`src/apm_pkg.sv`:
```
package apm_pkg;

    // ****************************************
    // Pin indices within the group
    // ****************************************
    localparam int PIN_COUNT = 6;
    localparam int PIN_DOUT3 = 0;
    localparam int PIN_DOUT2 = 1;
    localparam int PIN_DIN2  = 2;
    localparam int PIN_DIN3  = 3;
    localparam int PIN_HCKR  = 4;
    localparam int PIN_HCKT  = 5;

    // ****************************************
    // Register map
    // ****************************************
    localparam int          ADDR_W         = 8;
    localparam logic [7:0]  OFF_CTRL       = 8'h00;
    localparam logic [7:0]  OFF_PINMUX     = 8'h04;
    localparam logic [7:0]  OFF_SPD_PHASE  = 8'h08;
    localparam logic [7:0]  OFF_GPIO_DIR   = 8'h0C;
    localparam logic [7:0]  OFF_GPIO_OUT   = 8'h10;
    localparam logic [7:0]  OFF_GPIO_IN    = 8'h14;
    localparam logic [7:0]  OFF_ROLE       = 8'h18;

    // ****************************************
    // Field positions and widths
    // ****************************************
    localparam int CTRL_W        = 5;
    localparam int CTRL_P2_TX    = 0;
    localparam int CTRL_P2_RX    = 1;
    localparam int CTRL_P3_EN    = 2;
    localparam int CTRL_HCKR_OUT = 3;
    localparam int CTRL_HCKT_OUT = 4;

    localparam int PMX_W          = 4;
    localparam int PMX_SPD_OUT_EN = 0;
    localparam int PMX_SPD_IN1_EN = 1;
    localparam int PMX_RCS_LSB    = 2;
    localparam int SEL_W          = 2;
    localparam logic [1:0] RCS_SPD = 2'h1;

    localparam int TCS_LSB         = 0;
    localparam logic [1:0] TCS_PIN = 2'h1;

    localparam int MODE_W = 2;
    localparam int ROLE_W = 3;

    // ****************************************
    // Reset values
    // ****************************************
    localparam logic [4:0]  RST_CTRL      = 5'h00;
    localparam logic [3:0]  RST_PINMUX    = 4'h0;
    localparam logic [1:0]  RST_SPD_PHASE = 2'h0;
    localparam logic [11:0] RST_GPIO_DIR  = 12'h000;
    localparam logic [5:0]  RST_GPIO_OUT  = 6'h00;

    // ****************************************
    // Types
    // ****************************************
    typedef enum logic [2:0]
    {
        APM_ROLE_GPIO = 3'h1,
        APM_ROLE_PORT = 3'h2,
        APM_ROLE_ALT  = 3'h4
    } apm_role_t;

    typedef enum logic [1:0]
    {
        APM_GPIO_DISC = 2'h0,
        APM_GPIO_IN   = 2'h1,
        APM_GPIO_OUT  = 2'h2
    } apm_gpio_mode_t;

endpackage

```
`src/apm_sync.sv`:
```
`timescale 1ns/100ps
module apm_sync
#(
    parameter int WIDTH = 6
)
(
    input  wire logic             pclk,
    input  wire logic             presetn,
    input  wire logic [WIDTH-1:0] async_in,
    output logic      [WIDTH-1:0] sync_out
);
    import apm_pkg::*;

    logic [WIDTH-1:0] stage1;

    generate
        if (WIDTH < 1)
        begin : g_chk
            $error("apm_sync width must be at least one");
        end
    endgenerate

    // ****************************************
    // Two-flop synchroniser
    // ****************************************
    always_ff @(posedge pclk or negedge presetn)
    begin
        if (!presetn)
        begin
            stage1   <= '0;
            sync_out <= '0;
        end
        else
        begin
            stage1   <= async_in;
            sync_out <= stage1;
        end
    end

endmodule

```
`src/apm_pin_cell.sv`:
```
`timescale 1ns/100ps
module apm_pin_cell
(
    input  wire logic                    pclk,
    input  wire logic                    presetn,
    input  wire apm_pkg::apm_role_t      role,
    input  wire logic                    port_out,
    input  wire logic                    port_oe,
    input  wire logic                    alt_out,
    input  wire logic                    alt_oe,
    input  wire apm_pkg::apm_gpio_mode_t gpio_mode,
    input  wire logic                    gpio_out,
    output logic                         pin_out,
    output logic                         pin_oe
);
    import apm_pkg::*;

    // ****************************************
    // Registered pad drive, alternate first
    // ****************************************
    always_ff @(posedge pclk or negedge presetn)
    begin
        if (!presetn)
        begin
            pin_out <= 1'b0;
            pin_oe  <= 1'b0;
        end
        else
        begin
            case (role)
                APM_ROLE_ALT:
                begin
                    pin_out <= alt_out;
                    pin_oe  <= alt_oe;
                end
                APM_ROLE_PORT:
                begin
                    pin_out <= port_out;
                    pin_oe  <= port_oe;
                end
                APM_ROLE_GPIO:
                begin
                    pin_out <= (gpio_mode == APM_GPIO_OUT) ? gpio_out : 1'b0;
                    pin_oe  <= (gpio_mode == APM_GPIO_OUT);
                end
                default:
                begin
                    pin_out <= 1'b0;
                    pin_oe  <= 1'b0;
                end
            endcase
        end
    end

endmodule

```
`src/apm_audio_pin_mux.sv`:
```
// Implementation choices: register access over APB and the placing of the registers.
`timescale 1ns/100ps
module apm_audio_pin_mux
#(
    parameter bit SMALL_PKG = 1'b1
)
(
    input  wire logic                            pclk,
    input  wire logic                            presetn,
    input  wire logic                            psel,
    input  wire logic                            penable,
    input  wire logic                            pwrite,
    input  wire logic [apm_pkg::ADDR_W-1:0]      paddr,
    input  wire logic [31:0]                     pwdata,
    output logic      [31:0]                     prdata,
    output logic                                 pready,
    output logic                                 pslverr,
    input  wire logic [apm_pkg::PIN_COUNT-1:0]   pin_in,
    output logic      [apm_pkg::PIN_COUNT-1:0]   pin_out,
    output logic      [apm_pkg::PIN_COUNT-1:0]   pin_oe,
    input  wire logic                            tx_shift_reg_3_bit,
    input  wire logic                            tx_shift_reg_2_bit,
    output logic                                 rx_shift_reg_2_bit,
    output logic                                 rx_shift_reg_3_bit,
    input  wire logic                            port3_rx_hf_clk_src,
    input  wire logic                            port3_tx_hf_clk_src,
    output logic                                 port3_rx_clk_use_pin,
    output logic                                 port3_rx_ext_clk,
    output logic                                 port3_tx_clk_use_pin,
    output logic                                 port3_tx_ext_clk,
    input  wire logic                            spd_output_line1,
    output logic                                 spd_input_line1,
    input  wire logic                            spd_rx_clock_out,
    output logic                                 spd_tx_clock_in
);
    import apm_pkg::*;

    // ****************************************
    // Declarations
    // ****************************************
    logic [CTRL_W-1:0]           ctrl;
    logic [PMX_W-1:0]            pinmux;
    logic [SEL_W-1:0]            spd_phase;
    logic [2*PIN_COUNT-1:0]      gpio_dir;
    logic [PIN_COUNT-1:0]        gpio_out;
    logic [PIN_COUNT-1:0]        pin_sync;
    logic [PIN_COUNT-1:0]        alt_sel;
    logic [PIN_COUNT-1:0]        alt_out;
    logic [PIN_COUNT-1:0]        alt_oe;
    logic [PIN_COUNT-1:0]        port_sel;
    logic [PIN_COUNT-1:0]        port_out;
    logic [PIN_COUNT-1:0]        port_oe;
    logic [PIN_COUNT-1:0]        gpio_in_now;
    apm_role_t                   role [PIN_COUNT];
    logic [ROLE_W*PIN_COUNT-1:0] role_flat;
    logic                        rcs_pick;
    logic                        tcs_pick;
    logic                        setup;
    logic                        wr_access;

    generate
        if (PIN_COUNT != 6)
        begin : g_chk
            $error("apm_audio_pin_mux serves exactly six pins");
        end
    endgenerate

    // ****************************************
    // Helpers
    // ****************************************
    function automatic apm_role_t pick_role(input logic alt, input logic port);
        return alt ? APM_ROLE_ALT : (port ? APM_ROLE_PORT : APM_ROLE_GPIO);
    endfunction

    function automatic apm_gpio_mode_t pin_mode(input logic [2*PIN_COUNT-1:0] dir, input int idx);
        logic [MODE_W-1:0] raw;
        raw = dir[idx*MODE_W +: MODE_W];
        return (raw == APM_GPIO_IN || raw == APM_GPIO_OUT) ? apm_gpio_mode_t'(raw) : APM_GPIO_DISC;
    endfunction

    function automatic logic addr_known(input logic [ADDR_W-1:0] a);
        return (a == OFF_CTRL) || (a == OFF_PINMUX) || (a == OFF_SPD_PHASE) ||
               (a == OFF_GPIO_DIR) || (a == OFF_GPIO_OUT) || (a == OFF_GPIO_IN) ||
               (a == OFF_ROLE);
    endfunction

    // ****************************************
    // APB slave: registers and zero-wait answer
    // ****************************************
    assign setup     = psel && !penable;
    assign wr_access = psel && penable && pready && pwrite;

    always_ff @(posedge pclk or negedge presetn)
    begin
        if (!presetn)
        begin
            ctrl      <= RST_CTRL;
            pinmux    <= RST_PINMUX;
            spd_phase <= RST_SPD_PHASE;
            gpio_dir  <= RST_GPIO_DIR;
            gpio_out  <= RST_GPIO_OUT;
        end
        else if (wr_access)
        begin
            case (paddr)
                OFF_CTRL:      ctrl      <= pwdata[CTRL_W-1:0];
                OFF_PINMUX:    pinmux    <= pwdata[PMX_W-1:0];
                OFF_SPD_PHASE: spd_phase <= pwdata[TCS_LSB +: SEL_W];
                OFF_GPIO_DIR:  gpio_dir  <= pwdata[2*PIN_COUNT-1:0];
                OFF_GPIO_OUT:  gpio_out  <= pwdata[PIN_COUNT-1:0];
                default:       ctrl      <= ctrl;
            endcase
        end
    end

    always_ff @(posedge pclk or negedge presetn)
    begin
        if (!presetn)
        begin
            pready  <= 1'b0;
            pslverr <= 1'b0;
            prdata  <= 32'h00000000;
        end
        else
        begin
            pready  <= setup;
            pslverr <= setup && !addr_known(paddr);
            prdata  <= 32'h00000000;
            if (setup && !pwrite)
            begin
                case (paddr)
                    OFF_CTRL:      prdata <= {27'h0000000, ctrl};
                    OFF_PINMUX:    prdata <= {28'h0000000, pinmux};
                    OFF_SPD_PHASE: prdata <= {30'h00000000, spd_phase};
                    OFF_GPIO_DIR:  prdata <= {20'h00000, gpio_dir};
                    OFF_GPIO_OUT:  prdata <= {26'h0000000, gpio_out};
                    OFF_GPIO_IN:   prdata <= {26'h0000000, gpio_in_now};
                    OFF_ROLE:      prdata <= {14'h0000, role_flat};
                    default:       prdata <= 32'h00000000;
                endcase
            end
        end
    end

    // ****************************************
    // Pad input synchroniser
    // ****************************************
    apm_sync #(.WIDTH(PIN_COUNT)) u_sync
    (
        .pclk     (pclk),
        .presetn  (presetn),
        .async_in (pin_in),
        .sync_out (pin_sync)
    );

    // ****************************************
    // Function selection per pin
    // ****************************************
    assign rcs_pick = (pinmux[PMX_RCS_LSB +: SEL_W] == RCS_SPD);
    assign tcs_pick = (spd_phase == TCS_PIN);

    always_comb
    begin
        alt_sel = '0;
        alt_out = '0;
        alt_oe  = '0;
        alt_sel[PIN_DOUT3] = SMALL_PKG && pinmux[PMX_SPD_OUT_EN];
        alt_out[PIN_DOUT3] = spd_output_line1;
        alt_oe[PIN_DOUT3]  = 1'b1;
        alt_sel[PIN_DOUT2] = SMALL_PKG && pinmux[PMX_SPD_IN1_EN];
        alt_sel[PIN_HCKR]  = rcs_pick;
        alt_out[PIN_HCKR]  = spd_rx_clock_out;
        alt_oe[PIN_HCKR]   = 1'b1;
        alt_sel[PIN_HCKT]  = tcs_pick;
    end

    always_comb
    begin
        port_sel = '0;
        port_out = '0;
        port_oe  = '0;
        port_sel[PIN_DOUT3] = ctrl[CTRL_P2_TX];
        port_out[PIN_DOUT3] = tx_shift_reg_3_bit;
        port_oe[PIN_DOUT3]  = 1'b1;
        port_sel[PIN_DOUT2] = ctrl[CTRL_P2_TX];
        port_out[PIN_DOUT2] = tx_shift_reg_2_bit;
        port_oe[PIN_DOUT2]  = 1'b1;
        port_sel[PIN_DIN2]  = ctrl[CTRL_P2_RX];
        port_sel[PIN_DIN3]  = ctrl[CTRL_P2_RX];
        port_sel[PIN_HCKR]  = ctrl[CTRL_P3_EN];
        port_out[PIN_HCKR]  = port3_rx_hf_clk_src;
        port_oe[PIN_HCKR]   = ctrl[CTRL_HCKR_OUT];
        port_sel[PIN_HCKT]  = ctrl[CTRL_P3_EN];
        port_out[PIN_HCKT]  = port3_tx_hf_clk_src;
        port_oe[PIN_HCKT]   = ctrl[CTRL_HCKT_OUT];
    end

    always_comb
    begin
        for (int i = 0; i < PIN_COUNT; i++)
        begin
            role[i] = pick_role(alt_sel[i], port_sel[i]);
            role_flat[i*ROLE_W +: ROLE_W] = role[i];
            gpio_in_now[i] = (role[i] == APM_ROLE_GPIO) &&
                             (pin_mode(gpio_dir, i) == APM_GPIO_IN) && pin_sync[i];
        end
    end

    // ****************************************
    // Pad drive cells
    // ****************************************
    generate
        for (genvar g = 0; g < PIN_COUNT; g++)
        begin : g_pin
            apm_pin_cell u_cell
            (
                .pclk      (pclk),
                .presetn   (presetn),
                .role      (role[g]),
                .port_out  (port_out[g]),
                .port_oe   (port_oe[g]),
                .alt_out   (alt_out[g]),
                .alt_oe    (alt_oe[g]),
                .gpio_mode (pin_mode(gpio_dir, g)),
                .gpio_out  (gpio_out[g]),
                .pin_out   (pin_out[g]),
                .pin_oe    (pin_oe[g])
            );
        end
    endgenerate

    // ****************************************
    // Inbound routing to the core
    // ****************************************
    always_ff @(posedge pclk or negedge presetn)
    begin
        if (!presetn)
        begin
            rx_shift_reg_2_bit   <= 1'b0;
            rx_shift_reg_3_bit   <= 1'b0;
            port3_rx_clk_use_pin <= 1'b0;
            port3_rx_ext_clk     <= 1'b0;
            port3_tx_clk_use_pin <= 1'b0;
            port3_tx_ext_clk     <= 1'b0;
            spd_input_line1      <= 1'b0;
            spd_tx_clock_in      <= 1'b0;
        end
        else
        begin
            rx_shift_reg_2_bit <= (role[PIN_DIN2] == APM_ROLE_PORT) && pin_sync[PIN_DIN2];
            rx_shift_reg_3_bit <= (role[PIN_DIN3] == APM_ROLE_PORT) && pin_sync[PIN_DIN3];
            port3_rx_clk_use_pin <= (role[PIN_HCKR] == APM_ROLE_PORT) && !ctrl[CTRL_HCKR_OUT];
            port3_rx_ext_clk <= (role[PIN_HCKR] == APM_ROLE_PORT) && !ctrl[CTRL_HCKR_OUT] &&
                                pin_sync[PIN_HCKR];
            port3_tx_clk_use_pin <= (role[PIN_HCKT] == APM_ROLE_PORT) && !ctrl[CTRL_HCKT_OUT];
            port3_tx_ext_clk <= (role[PIN_HCKT] == APM_ROLE_PORT) && !ctrl[CTRL_HCKT_OUT] &&
                                pin_sync[PIN_HCKT];
            spd_input_line1 <= alt_sel[PIN_DOUT2] && pin_sync[PIN_DOUT2];
            spd_tx_clock_in <= alt_sel[PIN_HCKT] && pin_sync[PIN_HCKT];
        end
    end
endmodule

```
`config.mk`:
```
export PLATFORM = sky130hd
export DESIGN_NAME = apm_audio_pin_mux
export DESIGN_NICKNAME = d
export VERILOG_FILES = /design/src/apm_pkg.sv /design/src/apm_sync.sv /design/src/apm_pin_cell.sv /design/src/apm_audio_pin_mux.sv
export SDC_FILE = /design/constraint.sdc
export NUM_CORES = 1
export LEC_CHECK = 0
export ABC_AREA = 1
export BUFFER_PORTS_ARGS = -buffer_cell sky130_fd_sc_hd__buf_2
export CORE_AREA = 8 8 84 116
export DETAILED_ROUTE_END_ITERATION = 6
export DIE_AREA = 0 0 92 124
export GPL_TIMING_DRIVEN = 0
export PLACE_DENSITY = 0.88
export SYNTH_ARGS = -nofsm -noshare
export SYNTH_HDL_FRONTEND = slang
export SYNTH_HIERARCHICAL = 1
export SYNTH_SLANG_ARGS = --single-unit
```
`constraint.sdc`:
```
create_clock -name pclk -period 1.7 [get_ports pclk]
set_clock_uncertainty 0.05 [all_clocks]
set_input_delay 0.255 -clock pclk [delete_from_list [all_inputs] [get_ports pclk]]
set_output_delay 0.255 -clock pclk [all_outputs]
set_load 0.02 [all_outputs]
```
==> results.md, run 1 <==
* Run status: completed
* FF+latch count, synth at 81
* Die X-Extent at 92 microns
* Required @ worst endpoint at 1.86 ns
* Largest net degree at the start of global routing at 48
* Initial antenna violation count at 0
* TritonRoute pass-1 iters at 5
* Unrepaired setup endpoints after global routing: false
* Worst-skew pair later-pin latency at 0.34 ns
* DR DRC count at 0
* Final period utilization at 90.7%
* H-tree depth at 3
* Vias in the first global route at 3679
* Vert. Die Dim at 124 microns
* GRT Total Usage at 19.1%
* Final ANT Viol Nets at 0
* I/O Buffers at 76
* Placed wire-length estimate at 7990 microns
* Top Ports at 111
* 1st-iter DRT viols at 180
* DR WL/cell at 14.6 microns
* Drt total wl at 10500 microns
* Bufs on Longest Clock Path at 2
* P&R area growth vs syn at 25.6%
* First-pass GRT wire length at 17100 microns
* Max Clock Freq at 649 MHz
* Crit path DAT at 1.70 ns
* Number of max-cap violations at 0
* Gate Count Post-Synth at 478
* Area occupied by multi-input gates at 1680 sq um
* CTS clk-pin slew, worst paths at 0.06 ns
* Gpl congestion at 0.891
* Maximum VDD drop at 585 uV
* Crit Path Category: flop to flop
* CTS tree: done
* Post-synth EDFFs at 0
* Synth Flop Type: dfrtp_1
* Yosys warns at 6
* Inserted Diodes at 0
* Tot Pwr at 4100 uW
* CTS sink cnt at 81
* Placeable Area at 8000 sq um
* Starting Density at 50.3%
* Most frequent cell after synthesis: nand2_1
* FFs w/ async S/R, synth at 100%
* Final Hold Vio Count at 0
* Share of post-route cells with drive strength above 1 at 28.7%
* TritonCTS Buffers at 9
* Die area at 11400 sq um
* Setup crit end kind: flop
* Pre-CTS setup slack at 0.0449 ns
* Core Rows at 39
* Power per cell area at 809 nW/um^2
* # setup viols final at 0
* Reg area at 2030 sq um
* Pins Over Slew Limit at 0
* Min-delay worst type: input pin to flop
* Min cycle time layout at 1.54 ns
* Filler instances at 670
* Setup ws final at 0.159 ns
* Startpoint Class: flop
* GR Overflow Total at 0
* Main area contributors after synthesis: dfrtp_1 (50%), nand2_1 (8.4%), inv_1 (7.0%), nor2_1 (6.0%), nand4_1 (3.7%)
* Synth cell count leaders: nand2_1 (90), dfrtp_1 (81), inv_1 (75)
* Vias at 3577
* Cell Area, Synth at 4030 sq um
* Sequential area share after synthesis at 50.3%
* Layout Nets at 666
* Yosys cell types at 28
* Leakage at 0.00288 uW
* Share of the synthesized area in the top cell type at 50.3%
* DR vias/cell at 5.00
* Crit Path Max Fanout at 12
* Syn avg cell area at 8.43 sq um
* Yosys top cell by area: dfrtp_1
* CTS Root Cell: clkbuf_16
per-stage QoR:
step	setup TNS [ns]	std cells	utilization (%)	cell area [sq um]	hold WS [ns]
global route	0	716	63.2	5060	0.0726
floorplan	0	514	-	4160	-0.0906
global placement	-13.02	692	58.4	4670	0.282
CTS	0	716	63.2	5050	0.0705
detailed placement	0	693	58.6	4690	0.181
finish	0	716	63.2	5060	0.0810
worst paths after layout:
| check | startpoint | to | slack, ns | depth (start not counted) |
|---|---|---|---|---|
| max | ctrl[1] | prdata[3] | 0.16 | 7 |
| min | penable | pslverr | 0.08 | 2 |
| max reg2reg | ctrl[1] | prdata[3] | 0.16 | 7 |
| min reg2reg | u_sync/stage1[4] | u_sync/sync_out[4] | 0.30 | 0 |
| max in group asynchronous | presetn | ctrl[0] | 0.66 | 3 |
| min in group asynchronous | presetn | port3_tx_clk_use_pin | 0.35 | 2 |
critical path, stage by stage (launching register included):
cell and delay (ns):
dfrtp_1 0.62, inv_1 0.25, nand2_1 0.12, nor2_1 0.04, nand2_1 0.09, nand3_1 0.07, nor2_1 0.10, nor2_1 0.06
routing by layer:
metal  share of wire [%]  vias to the layer above  GRT usage [%]
li1                    -                     1718              -
met1                  35                     1693           18.3
met2                  56                      133           36.2
met3                 5.3                       33           3.92
met4                 3.6                        0           12.3
met5                   0                        -              0
final cells by class:
cell class,count,area share [%]
Sequential cell,81,40.1
Tap cell,102,2.52
Multi-Input combinational cell,333,33.2
Timing Repair Buffer,84,9.35
Buffer,18,3.02
Clock buffer,11,5.00
Inverter,82,6.13
Clock inverter,5,0.767
kinds of logic after synthesis:
| family | share of synthesized area [%] |
|---|---|
| DFF | 50.3 |
| AOI/OAI and AO/OA | 5.31 |
| and+or+nand+nor | 32.7 |
| buffers and inverters | 11.5 |
| other | 0.186 |
power breakdown:
part / switching (uW) / internal, uW
clock network: 773 / 1080
registers: 13.1 / 1950
logic: 182 / 97.8
total: 968 / 3130
cells in the final DEF (no fill, tap or decap):
cell type,Yosys,routed
nand3_2,13,13
nand4_1,24,24
nand2_2,16,16
nor2_8,2,2
o21ai_2,8,8
o21ai_0,9,9
clkbuf_16,0,9
inv_2,6,6
nor2_2,10,12
clkinv_4,0,2
buf_12,1,2
nand3_1,27,27
nand2_4,1,1
inv_6,0,1
buf_4,15,16
clkinv_2,0,1
buf_8,1,1
inv_4,1,1
nand4_4,1,1
inv_1,75,75
a21oi_1,11,11
dlygate4sd3_1,0,7
conb_1,2,38
nor2_4,3,3
nor3b_1,1,1
clkbuf_8,0,2
dfrtp_1,81,81
o21ai_1,7,7
clkinvlp_4,0,1
nand2_1,90,90
a21oi_2,1,1
nor2_1,64,62
nor3_1,6,6
buf_2,1,76
nor3_4,1,1
sequential cells by signal (all words and copies together), names as in the netlist, 5 cells and up:
register / count
gpio_dir: 12
u_sync/sync_out: 6
gpio_out: 6
g_pin.u_cell/pin_oe: 6
g_pin.u_cell/pin_out: 6
u_sync/stage1: 6
ctrl: 5
prdata: 18
what timing repair did:
action / in CTS / in global routing
endpoints found under the setup margin: 0 / 4
hold endpoints to repair: 40 / 0
hold buffers: 7 / 0
setup buffers: 0 / 0
resized for setup: 0 / 2
No activity file was read; power rests on OpenSTA's default activity.
==> inputs of run 2 (changes only) <==
--- a/config.mk
+++ b/config.mk
@@ -11,7 +11,7 @@
 export DETAILED_ROUTE_END_ITERATION = 6
 export DIE_AREA = 0 0 92 124
 export GPL_TIMING_DRIVEN = 0
-export PLACE_DENSITY = 0.88
+export PLACE_DENSITY_LB_ADDON = 0.08
 export SYNTH_ARGS = -nofsm -noshare
 export SYNTH_HDL_FRONTEND = slang
 export SYNTH_HIERARCHICAL = 1
==> run 2 against run 1 <==
Against the previous run: power up 7.5%; global-route usage fell by 0.69 points; via count is 5.5% lower; largest cell class unchanged; cell count is 0.14% lower; clock-buffer cell count shrank 1; critical path depth unchanged; first-iteration DRC count down 24%; routed wire length shrank 5.5%.
==> results.md, run 2 (same netlist as run 1, synthesis figures left out) <==
* Inserted Diodes at 0 (unchanged)
* Pins Over Slew Limit at 0 (unchanged)
* Crit-path max cell delay at 0.50 ns (-0.12 ns)
* Initial antenna violation count at 0 (unchanged)
* Post-Layout Cell Count at 715 (-0.14%)
* Layout Nets at 666 (unchanged)
* Number of max-cap violations at 0 (unchanged)
* Die X-Extent at 92 microns (unchanged)
* Min-delay worst type: input pin to flop
* DR WL/cell at 13.8 microns (-5.4%)
* GR Overflow Total at 0 (unchanged)
* H-tree depth at 3 (unchanged)
* Registers with the most flip-flops: prdata x18, gpio_dir x12
* DR DRC count at 0 (unchanged)
* Vias at 3382 (-5.5%)
* Vias in the first global route at 3475 (-5.5%)
* Final Hold Vio Count at 0 (unchanged)
* Crit path DAT at 1.76 ns (+0.06 ns)
* P&R area growth vs syn at 26.8%
* Met1 usage at 19.2% (+0.86 points)
* Placeable Area at 8000 sq um (unchanged)
* Most common cell after layout, fill and taps aside: nand2_1
* Power per cell area at 862 nW/um^2 (+6.5%)
* Crit Path Category: flop to flop
* TritonCTS Buffers at 9 (unchanged)
* Worst Path Buf+Inv at 0 (-1)
* Starting Density at 50.3% (unchanged)
* CTS Root Cell: clkbuf_16
* Post-placement cell count at 693 (unchanged)
* CTS sink cnt at 81 (unchanged)
* Max Clock Freq at 637 MHz (-1.8%)
* Die area at 11400 sq um (unchanged)
* Gpl congestion at 0.917 (+2.9%)
* Setup crit end kind: flop
* Crit Path Max Fanout at 10 (-2)
* Required @ worst endpoint at 1.89 ns (+0.03 ns)
* Placed wire-length estimate at 7780 microns (-2.6%)
* Filler instances at 729 (+8.8%)
* GR Util met3 at 4.95% (+1.0 points)
* Crit-path cells: nor2_1 -> nand2_1 -> nor2_1 -> nand2_1 -> nand2_1 -> nor2_1 -> a21oi_1
* Min cycle time layout at 1.57 ns (+0.0278 ns)
* Run status: completed
* DR vias/cell at 4.73 (-5.3%)
* CP delay by family, top: simple AND/OR/NAND/NOR gates
* Most frequent cells in the layout: nand2_1 (90), dfrtp_1 (80), buf_2 (76), inv_1 (75), nor2_1 (63)
* Bufs on Longest Clock Path at 2 (unchanged)
* GR Layer Usage met2 at 33.5% (-2.6 points)
* Postcts setup bufs at 0 (unchanged)
* Unrepaired setup endpoints after global routing: false
* Share of post-route cells with drive strength above 1 at 28.4% (-0.28 points)
* Largest register by flop count: prdata
* Max stage delay cell, worst path: dfrtp_1
* Startpoint Class: flop
* Vert. Die Dim at 124 microns (unchanged)
* Worst-skew pair later-pin latency at 0.34 ns (about the same)
* Largest register FFs at 18 (unchanged)
* Top Ports at 111 (unchanged)
* Final ANT Viol Nets at 0 (unchanged)
* TritonRoute pass-1 iters at 4 (-1)
* 1st-iter DRT viols at 137 (-24%)
* Reg area at 2030 sq um (about the same)
* CTS clk-pin slew, worst paths at 0.06 ns (about the same)
* CTS tree: done
* I/O Buffers at 76 (unchanged)
* Area occupied by multi-input gates at 1680 sq um (-0.15%)
* First-pass GRT wire length at 16400 microns (-4.0%)
* Final period utilization at 92.3% (+1.6 points)
* Busiest grt layer: met2
* Core Rows at 39 (unchanged)
* GRT Total Usage at 18.4% (-0.69 points)
* WHS at 0.0832 ns (+0.00223 ns)
* # setup viols final at 0 (unchanged)
* Maximum VDD drop at 513 uV (-12%)
* Leakage at 0.00290 uW (+0.46%)
* Drt total wl at 9890 microns (-5.5%)
* Largest net degree at the start of global routing at 51 (+6.3%)
run 2: routing by layer:
metal,routed length [microns],share of wire (%)
met5,0,0
met4,254,2.6
met3,609,6.2
met2,5340,54
met1,3690,37
run 2: per-stage QoR:
step	worst slack (ns)	power, uW	util (%)	TNS (ns)	instance area [sq um]
floorplan	0.365	2140	-	0	4160
global placement	-0.226	2250	58.4	-17.75	4670
detailed placement	0.108	2270	58.7	0	4700
CTS	0.0896	4450	63.8	0	5100
global route	0.0110	4570	63.8	0	5110
finish	0.131	4400	63.8	0	5110
run 2: what timing repair did:
action                                  4_1_cts  5_1_grt
endpoints found under the hold margin        37        0
gates resized for setup                       0        2
hold buffers                                  7        0
endpoints found under the setup margin        0        4
run 2: power breakdown:
part	internal [uW]	switching (uW)
registers	1950	13.1
logic	99.5	179
clock network	1430	731
total	3480	922
run 2: worst register-to-register path, stage by stage, from the launching register on:
cell,delay (ns)
dfrtp_1,0.50
nor2_1,0.37
nand2_1,0.09
nor2_1,0.12
nand2_1,0.07
nand2_1,0.06
nor2_1,0.06
a21oi_1,0.17
run 2: layout make-up:
class	count	share of cell area (%)
Timing Repair Buffer	84	9.40
Sequential cell	81	39.7
Clock buffer	10	4.48
Multi-Input combinational cell	333	32.8
Inverter	82	6.07
Clock inverter	5	2.06
Tap cell	102	2.50
Buffer	18	2.99
run 2: path summary, 6_finish.rpt:
path	start	endpoint	slack (ns)	cells past startpoint
min reg2reg	u_sync/stage1[3]	u_sync/sync_out[3]	0.30	0
min	pwdata[9]	gpio_dir[9]	0.08	3
max reg2reg	pinmux[1]	prdata[1]	0.13	7
max	pinmux[1]	prdata[1]	0.13	7
min in group asynchronous	presetn	rx_shift_reg_3_bit	0.36	2
max in group asynchronous	presetn	gpio_dir[3]	0.67	3
==> inputs of run 3 (changes only) <==
--- a/config.mk
+++ b/config.mk
@@ -10,7 +10,7 @@
 export CORE_AREA = 8 8 84 116
 export DETAILED_ROUTE_END_ITERATION = 6
 export DIE_AREA = 0 0 92 124
-export GPL_TIMING_DRIVEN = 0
+export GPL_TIMING_DRIVEN = 1
 export PLACE_DENSITY_LB_ADDON = 0.08
 export SYNTH_ARGS = -nofsm -noshare
 export SYNTH_HDL_FRONTEND = slang
==> run 3 against run 2 <==
Against the previous run: sequential power is essentially flat; sequential share of layout area grew 0.54 points; combinational power shrank 7.2%; clock power shrank 3%; worst setup slack gained 0.12 ns; critical path type unchanged; critical endpoint is now g_pin[4].u_cell/pin_oe.
==> results.md, run 3 (same netlist as run 1, synthesis figures left out) <==
* Pins Over Slew Limit at 0 (unchanged)
* Clk pwr share at 48.6% (-0.4 points)
* WHS at 0.0842 ns (+0.000967 ns)
* Unrepaired setup endpoints after global routing: false
* Placed cell area at 4640 sq um (-1.4%)
* Inserted Diodes at 0 (unchanged)
* CTS clk-pin slew, worst paths at 0.06 ns (about the same)
* Run status: completed
* P&R area growth vs syn at 25.1%
* Placeable Area at 8000 sq um (unchanged)
* TritonRoute pass-1 iters at 4 (unchanged)
* Post-route cell area at 5040 sq um (-1.4%)
* Layout Nets at 659 (-1.1%)
* Power per cell area at 859 nW/um^2 (-0.33%)
* DR vias/cell at 4.71 (-0.41%)
* Crit path DAT at 1.62 ns (-0.14 ns)
* Initial antenna violation count at 0 (unchanged)
* H-tree depth at 3 (unchanged)
* Post-Layout Cell Count at 709 (-0.84%)
* Postcts setup bufs at 0 (unchanged)
* Most frequent cells in the layout: nand2_1 (90), dfrtp_1 (81), inv_1 (75), buf_2 (75), nor2_1 (64)
* Startpoint Class: flop
* R2r setup slk at 0.25 ns (+0.12 ns)
* I/O Buffers at 76 (unchanged)
* Most common cell after layout, fill and taps aside: nand2_1
* Vias at 3340 (-1.2%)
* CTS tree: done
* Sequential power share at 45.5% (+0.8 points)
* Largest register by flop count: prdata
* Placed wire-length estimate at 7650 microns (-1.6%)
* GR Overflow Total at 0 (unchanged)
* GRT Total Usage at 18.1% (-0.31 points)
* DR DRC count at 0 (unchanged)
* Registers with the most flip-flops: prdata x18, gpio_dir x12
* Starting Density at 50.3% (unchanged)
* Min cycle time layout at 1.45 ns (-0.116 ns)
* Core Rows at 39 (unchanged)
* Required @ worst endpoint at 1.87 ns (-0.02 ns)
* Number of max-cap violations at 0 (unchanged)
* Sum Neg Setup Slack at 0 ns (unchanged)
* Share of post-route cells with drive strength above 1 at 27.3% (-1.0 points)
* Max Clock Freq at 688 MHz (+8.0%)
* Final period utilization at 85.5% (-6.8 points)
* Largest register FFs at 18 (unchanged)
* DR WL/cell at 13.7 microns (-0.92%)
* Die X-Extent at 92 microns (unchanged)
* Post-placement cell count at 686 (-1.0%)
* Crit Path Category: flop to flop
* Filler instances at 724 (-0.69%)
* Min-delay worst type: input pin to flop
* 1st-iter DRT viols at 170 (+24%)
* CP Launch Point: pinmux[2]
* Maximum VDD drop at 517 uV (+0.64%)
* Sw Share at 21.4% (+0.42 points)
* Worst flop-to-flop path startpoint: pinmux[2]
* Crit Path Max Fanout at 5 (-5)
* # setup viols final at 0 (unchanged)
* Hold Crit Start: pwdata[8]
* Drt total wl at 9720 microns (-1.7%)
* Setup crit end kind: flop
* Largest net degree at the start of global routing at 39 (-24%)
* Gpl congestion at 0.868 (-5.3%)
* Bufs on Longest Clock Path at 2 (unchanged)
* Top Ports at 111 (unchanged)
* Psw at 925 uW (+0.25%)
* Final Hold Vio Count at 0 (unchanged)
* CTS sink cnt at 81 (unchanged)
* P_int at 3400 uW (-2.2%)
* Vert. Die Dim at 124 microns (unchanged)
* Die area at 11400 sq um (unchanged)
* Worst-skew pair later-pin latency at 0.33 ns (about the same)
* # resized after CTS at 0 (unchanged)
* TritonCTS Buffers at 9 (unchanged)
* Comb power frac at 6.0% (-0.3 points)
* Leakage at 0.00286 uW (-1.5%)
* First-pass GRT wire length at 16200 microns (-1.1%)
* Final ANT Viol Nets at 0 (unchanged)
* Vias in the first global route at 3476 (+0.029%)
* CTS Root Cell: clkbuf_16
-- run 3: cell count changes in the layout (fill, tap and decap cells not counted) --
cell	previous run	this run
clkbuf_8	0	2
bufinv_16	3	2
nor2_2	11	10
buf_8	1	0
dfrtp_1	80	81
buf_16	1	0
buf_2	76	75
buf_4	16	11
buf_12	1	2
nor2_1	63	64
dfrtp_2	1	0
-- run 3: path summary, 6_finish.rpt --
check,cells past startpoint,to
worst max-delay path,8,g_pin[4].u_cell/pin_oe
worst min-delay path,3,gpio_dir[8]
worst max register to register,8,g_pin[4].u_cell/pin_oe
worst min register to register,0,u_sync/sync_out[2]
max in group asynchronous,3,u_sync/stage1[4]
min in group asynchronous,2,g_pin[3].u_cell/pin_oe
-- run 3: through the flow --
stage	utilization (%)	power [uW]	setup WS [ns]
6_report	62.9	4330	0.247
2_1_floorplan	-	2140	0.365
4_1_cts	62.9	4380	0.252
5_1_grt	62.9	4500	0.0920
3_3_place_gp	57.9	2240	0.177
3_5_place_dp	57.9	2250	0.127
-- run 3: layer usage --
| layer | up-vias | wire length (microns) | track usage, % |
|---|---|---|---|
| met4 | 0 | 223 | 7.89 |
| met3 | 19 | 615 | 5.19 |
| met2 | 90 | 5150 | 32.9 |
| met1 | 1531 | 3720 | 19.0 |
| met5 | - | 0 | 0 |
| li1 | 1700 | - | - |
-- run 3: worst max-delay path: stages (launching register included) --
cell	delay (ns)
dfrtp_1	0.41
nand2_1	0.16
inv_1	0.12
nor2_1	0.27
inv_2	0.09
nand2_2	0.07
nor2_2	0.04
nand2_1	0.07
nand3_2	0.06
-- run 3: final cells by class --
type	instances	area, sq um	share of cell area (%)
Clock buffer	12	256	5.09
Timing Repair Buffer	95	568	11.3
Multi-Input combinational cell	333	1670	33.2
Tap cell	102	128	2.53
Sequential cell	81	2030	40.2
Clock inverter	4	75.1	1.49
Inverter	82	310	6.16
-- run 3: timing repair --
action                                  in CTS  in global routing
endpoints found under the setup margin       0                  0
hold endpoints to repair                    41                  0
hold buffers                                 7                  0
-- run 3: power groups by stage --
| stage | registers, uW | clock network [uW] | logic, uW |
|---|---|---|---|
| floorplan | 2010 | 0 | 131 |
| global placement | 2000 | 0 | 242 |
| detailed placement | 2000 | 0 | 247 |
| CTS | 1970 | 2150 | 260 |
| global route | 1970 | 2240 | 289 |
| finish | 1970 | 2100 | 258 |
